**src/rtl/pll_mode_pkg.sv**
```systemverilog
// Contract
// - expose read-only part id and revision fields
// - digital loop off powers down input block
// - select 0xx gives analog-loop-only mode
// - select 11x plus loop on gives combined
// - analog-only mode disables monitors and filtering
// - analog-only locks crystal or any input clock
// - combined mode enables monitors, switching, filtering; the code enables them in the jitter sub-mode only
// - jitter sub-mode locks first three inputs
// - oscillator sub-mode: host writes output frequency
// - spread sub-mode sweeps frequency at rate/range
// - combined needs master clock field programmed
// - crystal master clock requires doubler enabled
// - device slave takes commands; master fetches memory
// - avoid doubler with oscillator in jitter sub-mode
package pll_mode_pkg;
	// device register offsets on the configuration link
	localparam logic [7:0] ADDR_IDENT_FIRST = 8'h00;
	localparam logic [7:0] ADDR_IDENT_SECOND = 8'h01;
	localparam logic [7:0] ADDR_LOOP_ENABLE = 8'h02;
	localparam logic [7:0] ADDR_ANALOG_CTRL3 = 8'h03;
	localparam logic [7:0] ADDR_MASTER_CFG2 = 8'h04;
	localparam logic [7:0] ADDR_SUB_MODE = 8'h05;
	localparam logic [7:0] ADDR_NCO_WORD = 8'h06;
	localparam logic [7:0] ADDR_SPREAD_RATE = 8'h07;
	localparam logic [7:0] ADDR_SPREAD_RANGE = 8'h08;
	localparam logic [7:0] ADDR_MODE_STATUS = 8'h09;
	// arbitrary identity values, no meaning beyond this design
	localparam logic [11:0] PART_ID = 12'h5a3;
	localparam logic [3:0] PART_REV = 4'h1;
	// master_config2 field positions
	localparam int MCFG_MCLK_LSB = 0;
	localparam int MCFG_DOUBLER_BIT = 2;
	localparam int MCFG_CRYSTAL_BIT = 3;
	// master clock choices: 100, 114.285 and 125 MHz
	localparam logic [1:0] MCLK_100 = 2'h0;
	localparam logic [1:0] MCLK_114 = 2'h1;
	localparam logic [1:0] MCLK_125 = 2'h2;
	// reset values
	localparam logic RST_LOOP_ENABLE = 1'h0;
	localparam logic [2:0] RST_INPUT_SELECT = 3'h0;
	localparam logic [3:0] RST_MASTER_CFG2 = 4'h0;
	localparam logic [7:0] RST_BYTE = 8'h00;
	// auto-configuration loads this many bytes into offsets 2 onward
	localparam logic [7:0] AUTO_BASE = 8'h02;
	localparam logic [7:0] AUTO_WORDS = 8'h07;
	// host AXI4-Lite register byte addresses
	localparam logic [7:0] HOST_CMD = 8'h00;
	localparam logic [7:0] HOST_STATUS = 8'h04;
	localparam int CMD_WRITE_BIT = 16;
	localparam logic [1:0] RESP_OKAY = 2'h0;
	localparam logic [1:0] RESP_SLVERR = 2'h2;

	typedef enum logic [1:0] {SUB_JITTER, SUB_NCO, SUB_SPREAD} sub_mode_t;
	typedef enum logic [1:0] {AC_IDLE, AC_FETCH, AC_WAIT} auto_state_t;
	typedef enum logic [1:0] {H_IDLE, H_REQ, H_WAIT} host_state_t;
endpackage

```
**src/rtl/pll_cfg_if.sv**
```systemverilog
`timescale 1ns/1ps
// register link between configuring host and the mode controller
interface pll_cfg_if;
	logic req;
	logic we;
	logic [7:0] addr;
	logic [7:0] wdata;
	logic ready;
	logic rvalid;
	logic [7:0] rdata;

	modport device (input req, input we, input addr, input wdata,
		output ready, output rvalid, output rdata);
	modport host (output req, output we, output addr, output wdata,
		input ready, input rvalid, input rdata);
endinterface // pll_cfg_if

```
**src/rtl/pll_mode_device.sv**
```systemverilog
// The address map and the AXI4-Lite register port were left to the implementer.
`timescale 1ns/1ps
module pll_mode_device
(
	input wire logic aclk,
	input wire logic aresetn,
	pll_cfg_if.device link,
	input wire logic autoconfig_start,
	output logic mem_req,
	output logic [7:0] mem_addr,
	input wire logic mem_ack,
	input wire logic [7:0] mem_rdata,
	output logic autoconfig_busy,
	output logic analog_only_mode,
	output logic combined_mode,
	output logic input_block_power,
	output logic digital_loop_power,
	output logic monitors_enable,
	output logic ref_switch_enable,
	output logic jitter_filter_enable,
	output logic [2:0] analog_ref_sel,
	output logic [1:0] digital_ref_sel,
	output logic [1:0] mclk_select,
	output logic doubler_enable,
	output logic nco_active,
	output logic [7:0] nco_word,
	output logic spread_active,
	output logic [7:0] spread_offset
);
	typedef struct packed {
		logic digital_loop_on;
		logic [2:0] analog_loop_input_select;
		logic [3:0] master_config2;
		pll_mode_pkg::sub_mode_t sub_mode;
		logic [7:0] nco;
		logic [7:0] rate;
		logic [7:0] range;
		logic rvalid;
		logic [7:0] rdata;
		pll_mode_pkg::auto_state_t ac;
		logic [7:0] ac_idx;
		logic [7:0] rate_cnt;
		logic [7:0] sweep;
		logic sweep_down;
	} dev_state_t;

	dev_state_t cur;
	dev_state_t next_cur;
	logic is_analog;
	logic is_combined;
	logic wr_en;
	logic [7:0] wr_addr;
	logic [7:0] wr_data;
	logic [7:0] rd_mux;

	// mode decode straight from the control fields
	always_comb
	begin
		is_analog = ~cur.analog_loop_input_select[2]
			| (cur.analog_loop_input_select[2:1] == 2'b10); // crystal
		is_combined = (cur.analog_loop_input_select[2:1] == 2'b11)
			& cur.digital_loop_on;
	end

	// the link is refused while the device is master on the memory port
	assign link.ready = (cur.ac == pll_mode_pkg::AC_IDLE);
	assign link.rvalid = cur.rvalid;
	assign link.rdata = cur.rdata;

	// one write source at a time: memory fetch or host command
	always_comb
	begin
		if (cur.ac == pll_mode_pkg::AC_WAIT)
		begin
			wr_en = mem_ack;
			wr_addr = 8'(pll_mode_pkg::AUTO_BASE + cur.ac_idx);
			wr_data = mem_rdata;
		end
		else
		begin
			wr_en = link.req & link.ready & link.we;
			wr_addr = link.addr;
			wr_data = link.wdata;
		end
	end

	// read decode; status exposes the resolved mode
	always_comb
	begin
		if (link.addr == pll_mode_pkg::ADDR_IDENT_FIRST)
			rd_mux = pll_mode_pkg::PART_ID[11:4];
		else if (link.addr == pll_mode_pkg::ADDR_IDENT_SECOND)
			rd_mux = {pll_mode_pkg::PART_ID[3:0], pll_mode_pkg::PART_REV};
		else if (link.addr == pll_mode_pkg::ADDR_LOOP_ENABLE)
			rd_mux = {7'h00, cur.digital_loop_on};
		else if (link.addr == pll_mode_pkg::ADDR_ANALOG_CTRL3)
			rd_mux = {5'h00, cur.analog_loop_input_select};
		else if (link.addr == pll_mode_pkg::ADDR_MASTER_CFG2)
			rd_mux = {4'h0, cur.master_config2};
		else if (link.addr == pll_mode_pkg::ADDR_SUB_MODE)
			rd_mux = {6'h00, cur.sub_mode};
		else if (link.addr == pll_mode_pkg::ADDR_NCO_WORD)
			rd_mux = cur.nco;
		else if (link.addr == pll_mode_pkg::ADDR_SPREAD_RATE)
			rd_mux = cur.rate;
		else if (link.addr == pll_mode_pkg::ADDR_SPREAD_RANGE)
			rd_mux = cur.range;
		else if (link.addr == pll_mode_pkg::ADDR_MODE_STATUS)
			rd_mux = {6'h00, is_combined, is_analog};
		else
			rd_mux = 8'h00; // unmapped reads as zero
	end

	// next state: register writes, auto-configuration, spread sweep
	always_comb
	begin
		next_cur = cur;
		next_cur.rvalid = 1'b0;
		// id offsets have no storage, so writes there fall through
		if (wr_en)
		begin
			if (wr_addr == pll_mode_pkg::ADDR_LOOP_ENABLE)
				next_cur.digital_loop_on = wr_data[0];
			else if (wr_addr == pll_mode_pkg::ADDR_ANALOG_CTRL3)
				next_cur.analog_loop_input_select = wr_data[2:0];
			else if (wr_addr == pll_mode_pkg::ADDR_MASTER_CFG2)
				next_cur.master_config2 = wr_data[3:0];
			else if (wr_addr == pll_mode_pkg::ADDR_SUB_MODE)
			begin
				// the unused code 3 falls back to jitter attenuation
				if (wr_data[1:0] == 2'h1)
					next_cur.sub_mode = pll_mode_pkg::SUB_NCO;
				else if (wr_data[1:0] == 2'h2)
					next_cur.sub_mode = pll_mode_pkg::SUB_SPREAD;
				else
					next_cur.sub_mode = pll_mode_pkg::SUB_JITTER;
			end
			else if (wr_addr == pll_mode_pkg::ADDR_NCO_WORD)
				next_cur.nco = wr_data;
			else if (wr_addr == pll_mode_pkg::ADDR_SPREAD_RATE)
				next_cur.rate = wr_data;
			else if (wr_addr == pll_mode_pkg::ADDR_SPREAD_RANGE)
				next_cur.range = wr_data;
		end
		if (link.req & link.ready & ~link.we)
		begin
			next_cur.rvalid = 1'b1;
			next_cur.rdata = rd_mux;
		end
		// auto-configuration: device drives addresses to external memory
		case (cur.ac)
			pll_mode_pkg::AC_IDLE:
			begin
				if (autoconfig_start)
				begin
					next_cur.ac = pll_mode_pkg::AC_FETCH;
					next_cur.ac_idx = 8'h00;
				end
			end
			pll_mode_pkg::AC_FETCH:
				next_cur.ac = pll_mode_pkg::AC_WAIT;
			pll_mode_pkg::AC_WAIT:
			begin
				if (mem_ack)
				begin
					next_cur.ac_idx = 8'(cur.ac_idx + 8'h01);
					if (cur.ac_idx == 8'(pll_mode_pkg::AUTO_WORDS - 8'h01))
						next_cur.ac = pll_mode_pkg::AC_IDLE;
					else
						next_cur.ac = pll_mode_pkg::AC_FETCH;
				end
			end
			default:
				next_cur.ac = pll_mode_pkg::AC_IDLE;
		endcase
		// triangle sweep between zero and range, one step per rate period
		if (is_combined && cur.sub_mode == pll_mode_pkg::SUB_SPREAD)
		begin
			if (cur.rate_cnt >= cur.rate)
			begin
				next_cur.rate_cnt = 8'h00;
				if (cur.sweep_down)
				begin
					if (cur.sweep == 8'h00)
						next_cur.sweep_down = 1'b0;
					else
						next_cur.sweep = 8'(cur.sweep - 8'h01);
				end
				else
				begin
					if (cur.sweep >= cur.range)
						next_cur.sweep_down = 1'b1;
					else
						next_cur.sweep = 8'(cur.sweep + 8'h01);
				end
			end
			else
				next_cur.rate_cnt = 8'(cur.rate_cnt + 8'h01);
		end
		else
		begin
			next_cur.rate_cnt = 8'h00;
			next_cur.sweep = 8'h00;
			next_cur.sweep_down = 1'b0;
		end
	end

	// single state register, synchronous active-low reset
	always_ff @(posedge aclk)
	begin
		if (!aresetn)
		begin
			cur.digital_loop_on <= pll_mode_pkg::RST_LOOP_ENABLE;
			cur.analog_loop_input_select <= pll_mode_pkg::RST_INPUT_SELECT;
			cur.master_config2 <= pll_mode_pkg::RST_MASTER_CFG2;
			cur.sub_mode <= pll_mode_pkg::SUB_JITTER;
			cur.nco <= pll_mode_pkg::RST_BYTE;
			cur.rate <= pll_mode_pkg::RST_BYTE;
			cur.range <= pll_mode_pkg::RST_BYTE;
			cur.rvalid <= 1'b0;
			cur.rdata <= pll_mode_pkg::RST_BYTE;
			cur.ac <= pll_mode_pkg::AC_IDLE;
			cur.ac_idx <= pll_mode_pkg::RST_BYTE;
			cur.rate_cnt <= pll_mode_pkg::RST_BYTE;
			cur.sweep <= pll_mode_pkg::RST_BYTE;
			cur.sweep_down <= 1'b0;
		end
		else
			cur <= next_cur;
	end

	// memory port: one address per fetch, held until acknowledged
	assign mem_req = (cur.ac == pll_mode_pkg::AC_WAIT);
	assign mem_addr = cur.ac_idx;
	assign autoconfig_busy = (cur.ac != pll_mode_pkg::AC_IDLE);

	// power and feature gating per mode and sub-mode
	assign analog_only_mode = is_analog;
	assign combined_mode = is_combined;
	assign digital_loop_power = is_combined;
	// oscillator and spread sub-modes shut the input block down
	assign input_block_power = is_combined & (cur.sub_mode == pll_mode_pkg::SUB_JITTER);
	assign monitors_enable = input_block_power;
	assign ref_switch_enable = input_block_power;
	assign jitter_filter_enable = input_block_power;
	assign analog_ref_sel = cur.analog_loop_input_select;
	// digital loop only takes the first three inputs; code 3 clamps to c
	assign digital_ref_sel = (cur.analog_loop_input_select[1:0] == 2'h3) ? 2'h2
		: cur.analog_loop_input_select[1:0];
	assign mclk_select = cur.master_config2[pll_mode_pkg::MCFG_MCLK_LSB +: 2];
	assign doubler_enable = cur.master_config2[pll_mode_pkg::MCFG_DOUBLER_BIT];
	assign nco_active = is_combined & (cur.sub_mode == pll_mode_pkg::SUB_NCO);
	assign nco_word = cur.nco;
	assign spread_active = is_combined & (cur.sub_mode == pll_mode_pkg::SUB_SPREAD);
	assign spread_offset = cur.sweep;
endmodule // pll_mode_device

```
**src/flat_wrapper.sv**
```systemverilog
// flat-port wrapper written by rule: the top's interface ports become plain ports
module pll_mode_device_flat 
  (aclk, aresetn, autoconfig_start, mem_req, mem_addr, mem_ack, mem_rdata, autoconfig_busy, analog_only_mode, combined_mode, input_block_power, digital_loop_power, monitors_enable, ref_switch_enable, jitter_filter_enable, analog_ref_sel, digital_ref_sel, mclk_select, doubler_enable, nco_active, nco_word, spread_active, spread_offset, link_req, link_we, link_addr, link_wdata, link_ready, link_rvalid, link_rdata);
  pll_cfg_if link_i ();
  input wire logic aclk;
  input wire logic aresetn;
  input wire logic autoconfig_start;
  output logic mem_req;
  output logic [7:0] mem_addr;
  input wire logic mem_ack;
  input wire logic [7:0] mem_rdata;
  output logic autoconfig_busy;
  output logic analog_only_mode;
  output logic combined_mode;
  output logic input_block_power;
  output logic digital_loop_power;
  output logic monitors_enable;
  output logic ref_switch_enable;
  output logic jitter_filter_enable;
  output logic [2:0] analog_ref_sel;
  output logic [1:0] digital_ref_sel;
  output logic [1:0] mclk_select;
  output logic doubler_enable;
  output logic nco_active;
  output logic [7:0] nco_word;
  output logic spread_active;
  output logic [7:0] spread_offset;
  input wire logic [$bits(link_i.req)-1:0] link_req;
  input wire logic [$bits(link_i.we)-1:0] link_we;
  input wire logic [$bits(link_i.addr)-1:0] link_addr;
  input wire logic [$bits(link_i.wdata)-1:0] link_wdata;
  output wire logic [$bits(link_i.ready)-1:0] link_ready;
  output wire logic [$bits(link_i.rvalid)-1:0] link_rvalid;
  output wire logic [$bits(link_i.rdata)-1:0] link_rdata;
  assign link_i.req = link_req;
  assign link_i.we = link_we;
  assign link_i.addr = link_addr;
  assign link_i.wdata = link_wdata;
  assign link_ready = link_i.ready;
  assign link_rvalid = link_i.rvalid;
  assign link_rdata = link_i.rdata;
  pll_mode_device u_core (.aclk(aclk), .aresetn(aresetn), .link(link_i), .autoconfig_start(autoconfig_start), .mem_req(mem_req), .mem_addr(mem_addr), .mem_ack(mem_ack), .mem_rdata(mem_rdata), .autoconfig_busy(autoconfig_busy), .analog_only_mode(analog_only_mode), .combined_mode(combined_mode), .input_block_power(input_block_power), .digital_loop_power(digital_loop_power), .monitors_enable(monitors_enable), .ref_switch_enable(ref_switch_enable), .jitter_filter_enable(jitter_filter_enable), .analog_ref_sel(analog_ref_sel), .digital_ref_sel(digital_ref_sel), .mclk_select(mclk_select), .doubler_enable(doubler_enable), .nco_active(nco_active), .nco_word(nco_word), .spread_active(spread_active), .spread_offset(spread_offset));
endmodule
```
**config.mk**
```make
export PLATFORM = sky130hd
export DESIGN_NAME = pll_mode_device_flat
export DESIGN_NICKNAME = d
export VERILOG_FILES = /design/src/rtl/pll_mode_pkg.sv /design/src/rtl/pll_cfg_if.sv /design/src/rtl/pll_mode_device.sv /design/src/flat_wrapper.sv
export SDC_FILE = /design/constraint.sdc
export NUM_CORES = 1
export LEC_CHECK = 0
export ABC_AREA = 1
export ABC_CLOCK_PERIOD_IN_PS = 1700
export BUFFER_PORTS_ARGS = -buffer_cell sky130_fd_sc_hd__buf_2
export CAP_MARGIN = 20
export CORE_MARGIN = 1.5
export CORE_UTILIZATION = 45
export DETAILED_ROUTE_END_ITERATION = 10
export GPL_TIMING_DRIVEN = 0
export MAX_ROUTING_LAYER = met4
export PLACE_DENSITY = 0.69
export SYNTH_ARGS = -nofsm -noshare
export SYNTH_HDL_FRONTEND = slang
export SYNTH_SLANG_ARGS = --single-unit
```
**constraint.sdc**
```tcl
create_clock -name aclk -period 1.7 [get_ports aclk]
set_input_delay 0.085 -clock aclk [delete_from_list [all_inputs] [get_ports aclk]]
set_output_delay 0.085 -clock aclk [all_outputs]
set_load 0.03 [all_outputs]
```
# Word-level counts from Yosys, hierarchy flattened
# Cells that the tools add are included.
# Widths: inputs -> output; s select.
[word_totals] romBits=0 memories=0 latchBits=0 in_bits=30 word_cells=115 mem_bits_rw=0 output_inout_bits=53 reg_bits=70
[op_classes] mux=27 bitwise=18 mul=0 shift=0 eq_ne=30 n_lt_le_gt_ge=2 reduce_logical=19 n_addsub=5 div_mod_pow=0
[op_table] op="$mux 8" n=13
[op_table] op="$eq 8x3->1 const B" n=9
[op_table] op="$eq 8x2->1 const B" n=4
[op_table] op="$add 8x1->8 const B" n=3
[op_table] op="$eq 8x4->1 const B" n=3
[op_table] op="$mux 10" n=2
[op_table] op="$mux 9" n=2
[op_table] op="$ge 8x8->1" n=2
[op_table] op="$logic_not 8->1" n=2
[op_table] op="$pmux 8 s2" n=1
[op_table] op="$eq 2x2->1 const B" n=6
[op_table] op="$not 1->1" n=10
[op_table] op="$reduce_and 3->1" n=3
[op_table] op="$add 2x8->8 const A" n=1
[op_table] op="$eq 8x1->1 const B" n=1
[op_table] op="$mux 2" n=4
[op_table] op="$reduce_and 8->1" n=1
[op_table] op="$sub 8x1->8 const B" n=1
[op_table] op="$and 1x1->1" n=7
[op_table] op="$reduce_and 7->1" n=1
[op_table] op="$eq 2x1->1 const B" n=3
[op_table] op="$pmux 2 s3" n=1
[op_table] op="$reduce_and 2->1" n=3
[op_table] op="$reduce_and 6->1" n=1
[op_table] op="10 further kinds" n=17

# Logic depth before layout (Yosys ltp)
[depth] depth_word=13 mapped_depth=14 ltp_nobuf=14

# Worst setup path after synthesis
# Ideal clock, no wire load.
[synth_timing] path_type="reg2out" from="register u_core.cur (netlist bit u_core.analog_ref_sel[1])" to="output jitter_filter_enable" path_slack_ns=-0.614 required_time_ns=1.615 t_arrival_ns=2.229 path_stages_with_launch=6 n_path_buf=1 cell_sequence="dfxtp_1 > nand2_1 > nor2_2 > inv_2 > nor3_1 > buf_4"
[synth_between] elab_chain_len=3
[synth_lines] element="from (decl)" line="pll_mode_device.sv:47" text="dev_state_t cur;"
[synth_lines] element="from (signal assigned)" line="pll_mode_device.sv:229" text="cur <= next_cur;"
[synth_lines] element="$eq 2x2->1" line="pll_mode_device.sv:61" text="is_combined = (cur.analog_loop_input_select[2:1] == 2'b11)"
[synth_lines] element="$and 1x1->1" line="pll_mode_device.sv:62" text="& cur.digital_loop_on;"
[synth_lines] element="via combined_mode" line="flat_wrapper.sv:14" text="output logic combined_mode;"
[synth_lines] element="$and 1x1->1" line="pll_mode_device.sv:242" text="assign input_block_power = is_combined & (cur.sub_mode == pll_mode_pkg::SUB_JITTER);"
[synth_lines] element="to (decl)" line="flat_wrapper.sv:19" text="output logic jitter_filter_enable;"
# The timed path passes the listed nets, and every way through them passes these cells.

# Worst setup path in the final report
[layout_timing] from="register u_core.cur (netlist bit u_core.mem_addr[2])" to="register u_core.cur[43] (netlist bit)"
[layout_between] elab_chain_len=5 elab_cells_between_ends=16 cone_classes="1 x add/sub; 7 x eq/ne; 1 x mux; 6 x bitwise; 1 x reduce/logical"
[layout_lines] element="$add 2x8->8 (*)" line="pll_mode_device.sv:76" text="wr_addr = 8'(pll_mode_pkg::AUTO_BASE + cur.ac_idx);"
[layout_lines] element="$mux 8 (*)" line="pll_mode_device.sv:73" text="if (cur.ac == pll_mode_pkg::AC_WAIT)"
[layout_lines] element="$eq 8x2->1 (tied with other cells)" line="pll_mode_device.sv:122" text="if (wr_addr == pll_mode_pkg::ADDR_LOOP_ENABLE)"
[layout_lines] element="$not 1->1 (no line)"
[layout_lines] element="$reduce_and 8->1 (no line) (*)"
# Every way passes the cells marked *; elsewhere a longest branch is shown, timed or not.
# A chain may end at the register's enable or synchronous reset.

==> flow_summary_export.csv <==
group,metric,value,unit
run_status,run_status,"finished with violations",
run_status,violations,"negative setup slack",
detailed_routing,drt-pass1-iter-count,5,
critical_path,arrival,2050,ps
yosys,synth-seq-area-share,30.2,%
layout,num_antenna_cells,0,
critical_path,critPathLaunch,"u_core.mem_addr[2]$_SDFFE_PN0P_",
cts,cts_buffers,9,
critical_path,worstSetupEndpointType,"register",
floorplanning,die-area,10900,sq um
sta,rsz0062_at_grt,"true",
global_routing,grt_max_degree,12,
layout,drive_gt1_share,40.4,%
detailed_routing,drc,0,
layout,seqCellArea,1460,sq um
critical_path,critPathCapture,"u_core.cur[43]$_SDFFE_PN0P_",
yosys,synth-seq-cells,70,
detailed_routing,via_count,4829,
floorplanning,die_w,105,um
sta,relSlewSlack,58.5,%
floorplanning,die_h,105,um
critical_path,cp.required,1980,ps
sta,min_period_over_period,104,%
detailed_routing,drtIter0Drc,322,
layout,fillCellCount,916,
sta,tightest_slew,622,ps
floorplanning,start_util,46.9,%
detailed_routing,wl,13.6,mm
cts,ctsHoldBuffers,0,
hold_path,holdPathStages,4,
floorplanning,io-pin-count,83,
sta,fin_hold_ws,83.4,ps
sta,hold_viol_final,0,
sta,fin_crit,1770,ps
global_routing,grt_pass1_wl,21.8,mm
cts,root_buffer,"clkbuf_8",
place,io_buffers,82,
cts,tritoncts,"done",
yosys,synthCells,675,
power_and_ir_drop,powerDensity,612,nW/um^2
layout,syn_to_final_growth,34.5,%
place,dpl.hpwl,9.92,mm
detailed_routing,wl_per_cell,14.5,um
cts,cts.clk_slew.worst_paths,80,ps
yosys,avgSynthCellArea,6.88,sq um
yosys,syn_area,4650,sq um
yosys,synth.distinct_cells,45,
yosys,ys.warnings.count,0,
place,place.gp.congestion,0.893,
layout,nets,857,
detailed_routing,viasPerCell,5.15,
sta,finalSetupViolCount,15,
detailed_routing,antenna_left,0,
power_and_ir_drop,ir_worst_vdd,0.371,mV
global_routing,grt_usage,25.5,%
yosys,syn-num-nets,732,
layout,fin_util,63.1,%
cts,ctsLongestPathBuffers,2,
sta,setup_ws,-67.1,ps
sta,slew_viol_final,0,
critical_path,cp-start-kind,"register",
floorplanning,fp.coreArea,9910,sq um
critical_path,cp_max_fo,4,
critical_path,r2r_slack,-70,ps
power_and_ir_drop,leakage,2.83,nW
cts,clock-sinks,70,
cts,cts-htree-levels,3,
critical_path,critPathKind,"reg2reg",
global_routing,gr-total-overflow,0,
critical_path,reg2reg_depth,9,
critical_path,worstReg2RegEnd,"u_core.cur[43]$_SDFFE_PN0P_",
floorplanning,rows,36,
layout,multiInputGateArea,2980,sq um
hold_path,min_path_type,"in2reg",
cts,clkLatencyLatePin,360,ps
sta,worst_clock_skew,11.6,ps
global_routing,antenna_found_initial,0,
global_routing,grt_pass1_vias,4588,
flow_run,drv_cap,0,
sta,max_freq,0.566,GHz
critical_path,rr_startpoint,"u_core.mem_addr[2]$_SDFFE_PN0P_",
[through the flow]
step | area, sq um | instances | power [mW] | setup slack, ps | TNS (ps)
finish | 6250 | 938 | 3.82 | -67.1 | -556
global route | 6250 | 938 | 3.95 | -176 | -4740
CTS | 5880 | 929 | 3.79 | -29.2 | -94.9
detailed placement | 5270 | 890 | 2.22 | -343 | -9240
global placement | 5270 | 890 | 2.21 | -284 | -7560
floorplan | 4690 | 675 | 2.06 | 3.19 | 0
[layout by cell type (no fill, tap or decap), types with 13 or more instances in the layout]
master / count
a21oi_1: 44
nand3_1: 21
ha_1: 13
o21ai_2: 14
buf_2: 80
dfxtp_1: 37
nand4_1: 33
nor2_1: 49
buf_4: 73
dfxtp_2: 28
inv_2: 17
nand2_1: 136
inv_1: 75
clkbuf_8: 13
nand2_2: 13
[final cells by class]
cell class / instances / area share, %
inverters: 95 / 5.95
well taps: 133 / 2.66
clock buffers: 14 / 2.92
multi-input cells: 457 / 47.7
plain buffers: 54 / 6.27
flip-flops and latches: 70 / 23.3
repair inverters: 1 / 0.100
clock inverters: 2 / 0.601
repair buffers: 112 / 10.5
[worst min-delay path by stage]
| stage | slack, ps | from | endpoint |
|---|---|---|---|
| 3_5_place_dp | 460 | aresetn | u_core.link.rdata[1]$_SDFFE_PN0P_ |
| 5_1_grt | 100 | aresetn | u_core.mem_addr[0]$_SDFFE_PN0P_ |
| 2_1_floorplan | 220 | aresetn | u_core.link.rdata[1]$_SDFFE_PN0P_ |
| 6_report | 80 | mem_ack | u_core.cur[26]$_SDFFE_PN0P_ |
| 3_3_place_gp | 440 | mem_ack | u_core.cur[26]$_SDFFE_PN0P_ |
| 4_1_cts | 90 | mem_ack | u_core.cur[26]$_SDFFE_PN0P_ |
[what timing repair did]
action / 4_1_cts / 5_1_grt
buffers inserted: 21 / 9
pin swaps: 22 / 31
setup endpoints to repair: 45 / 49
gates cloned: 2 / 0
gates resized for setup: 54 / 95
[sequential cells by signal, indices dropped and copies added, names as in the netlist]
register / count
u_core.link.rvalid: 1
u_core.doubler_enable: 1
u_core.spread_offset: 8
u_core.cur: 31
u_core.mem_addr: 8
u_core.analog_ref_sel: 3
u_core.link.rdata: 8
u_core.mclk_select: 2
u_core.nco_word: 8
[worst max-delay path, cell delays in order, from the launching register on]
cell and delay [ps]:
dfxtp_4 370, ha_4 170, nand2_4 70, inv_2 60, o21ai_2 180, o21ai_4 120
nor3_4 290, buf_4 180, nand4_1 90, a21oi_1 150
[metal layers]
metal  global-route usage [%]  vias to the layer above  share of wire, %
li1                         -                     2427                 -
met1                     29.8                     2226                43
met2                     44.8                      155                51
met3                     4.80                       21               4.6
met4                     6.75                        0               1.1
met5                        -                        -                 0
[cells by family (layout without fill, tap and decap cells)]
| family | Yosys count | count (layout) | synth area share (%) |
|---|---|---|---|
| AO/OA/AOI/OAI | 106 | 106 | 12.7 |
| XOR/XNOR | 12 | 12 | 2.26 |
| adder cells (fa/ha/maj) | 27 | 27 | 7.43 |
| buffers and inverters | 149 | 278 | 15.9 |
| flip-flops | 70 | 70 | 30.2 |
| AND/OR/NAND/NOR | 311 | 312 | 31.5 |
[where the power goes]
| group | internal, mW | switching (mW) |
|---|---|---|
| Clock | 0.841 | 0.693 |
| Combinational | 0.211 | 0.413 |
| Sequential | 1.65 | 0.0167 |
| Total | 2.70 | 1.12 |
[synth_stat cells, drive strengths merged]
master	number	area, sq um
nand2	158	616
o22ai	1	6.26
a21oi	55	275
nand4	34	219
inv	94	355
o21ai	32	175
and3	1	6.26
xor2	9	78.8
dfxtp	70	1400
o211ai	6	45.0
o31ai	1	7.51
o21bai	2	15.0
nor3b	5	42.5
nand3	30	175
or2	2	12.5
fa	1	20.0
buf	48	358
nor2	64	275
nand3b	1	7.51
xnor2	3	26.3
clkinv	1	3.75
a21o	1	7.51
nor4	2	18.8
o2111ai	3	26.3
ha	26	325
clkbuf	6	22.5
o21a	2	15.0
a31oi	3	18.8
nor3	14	91.3
Power figures use the tool's default switching activity.
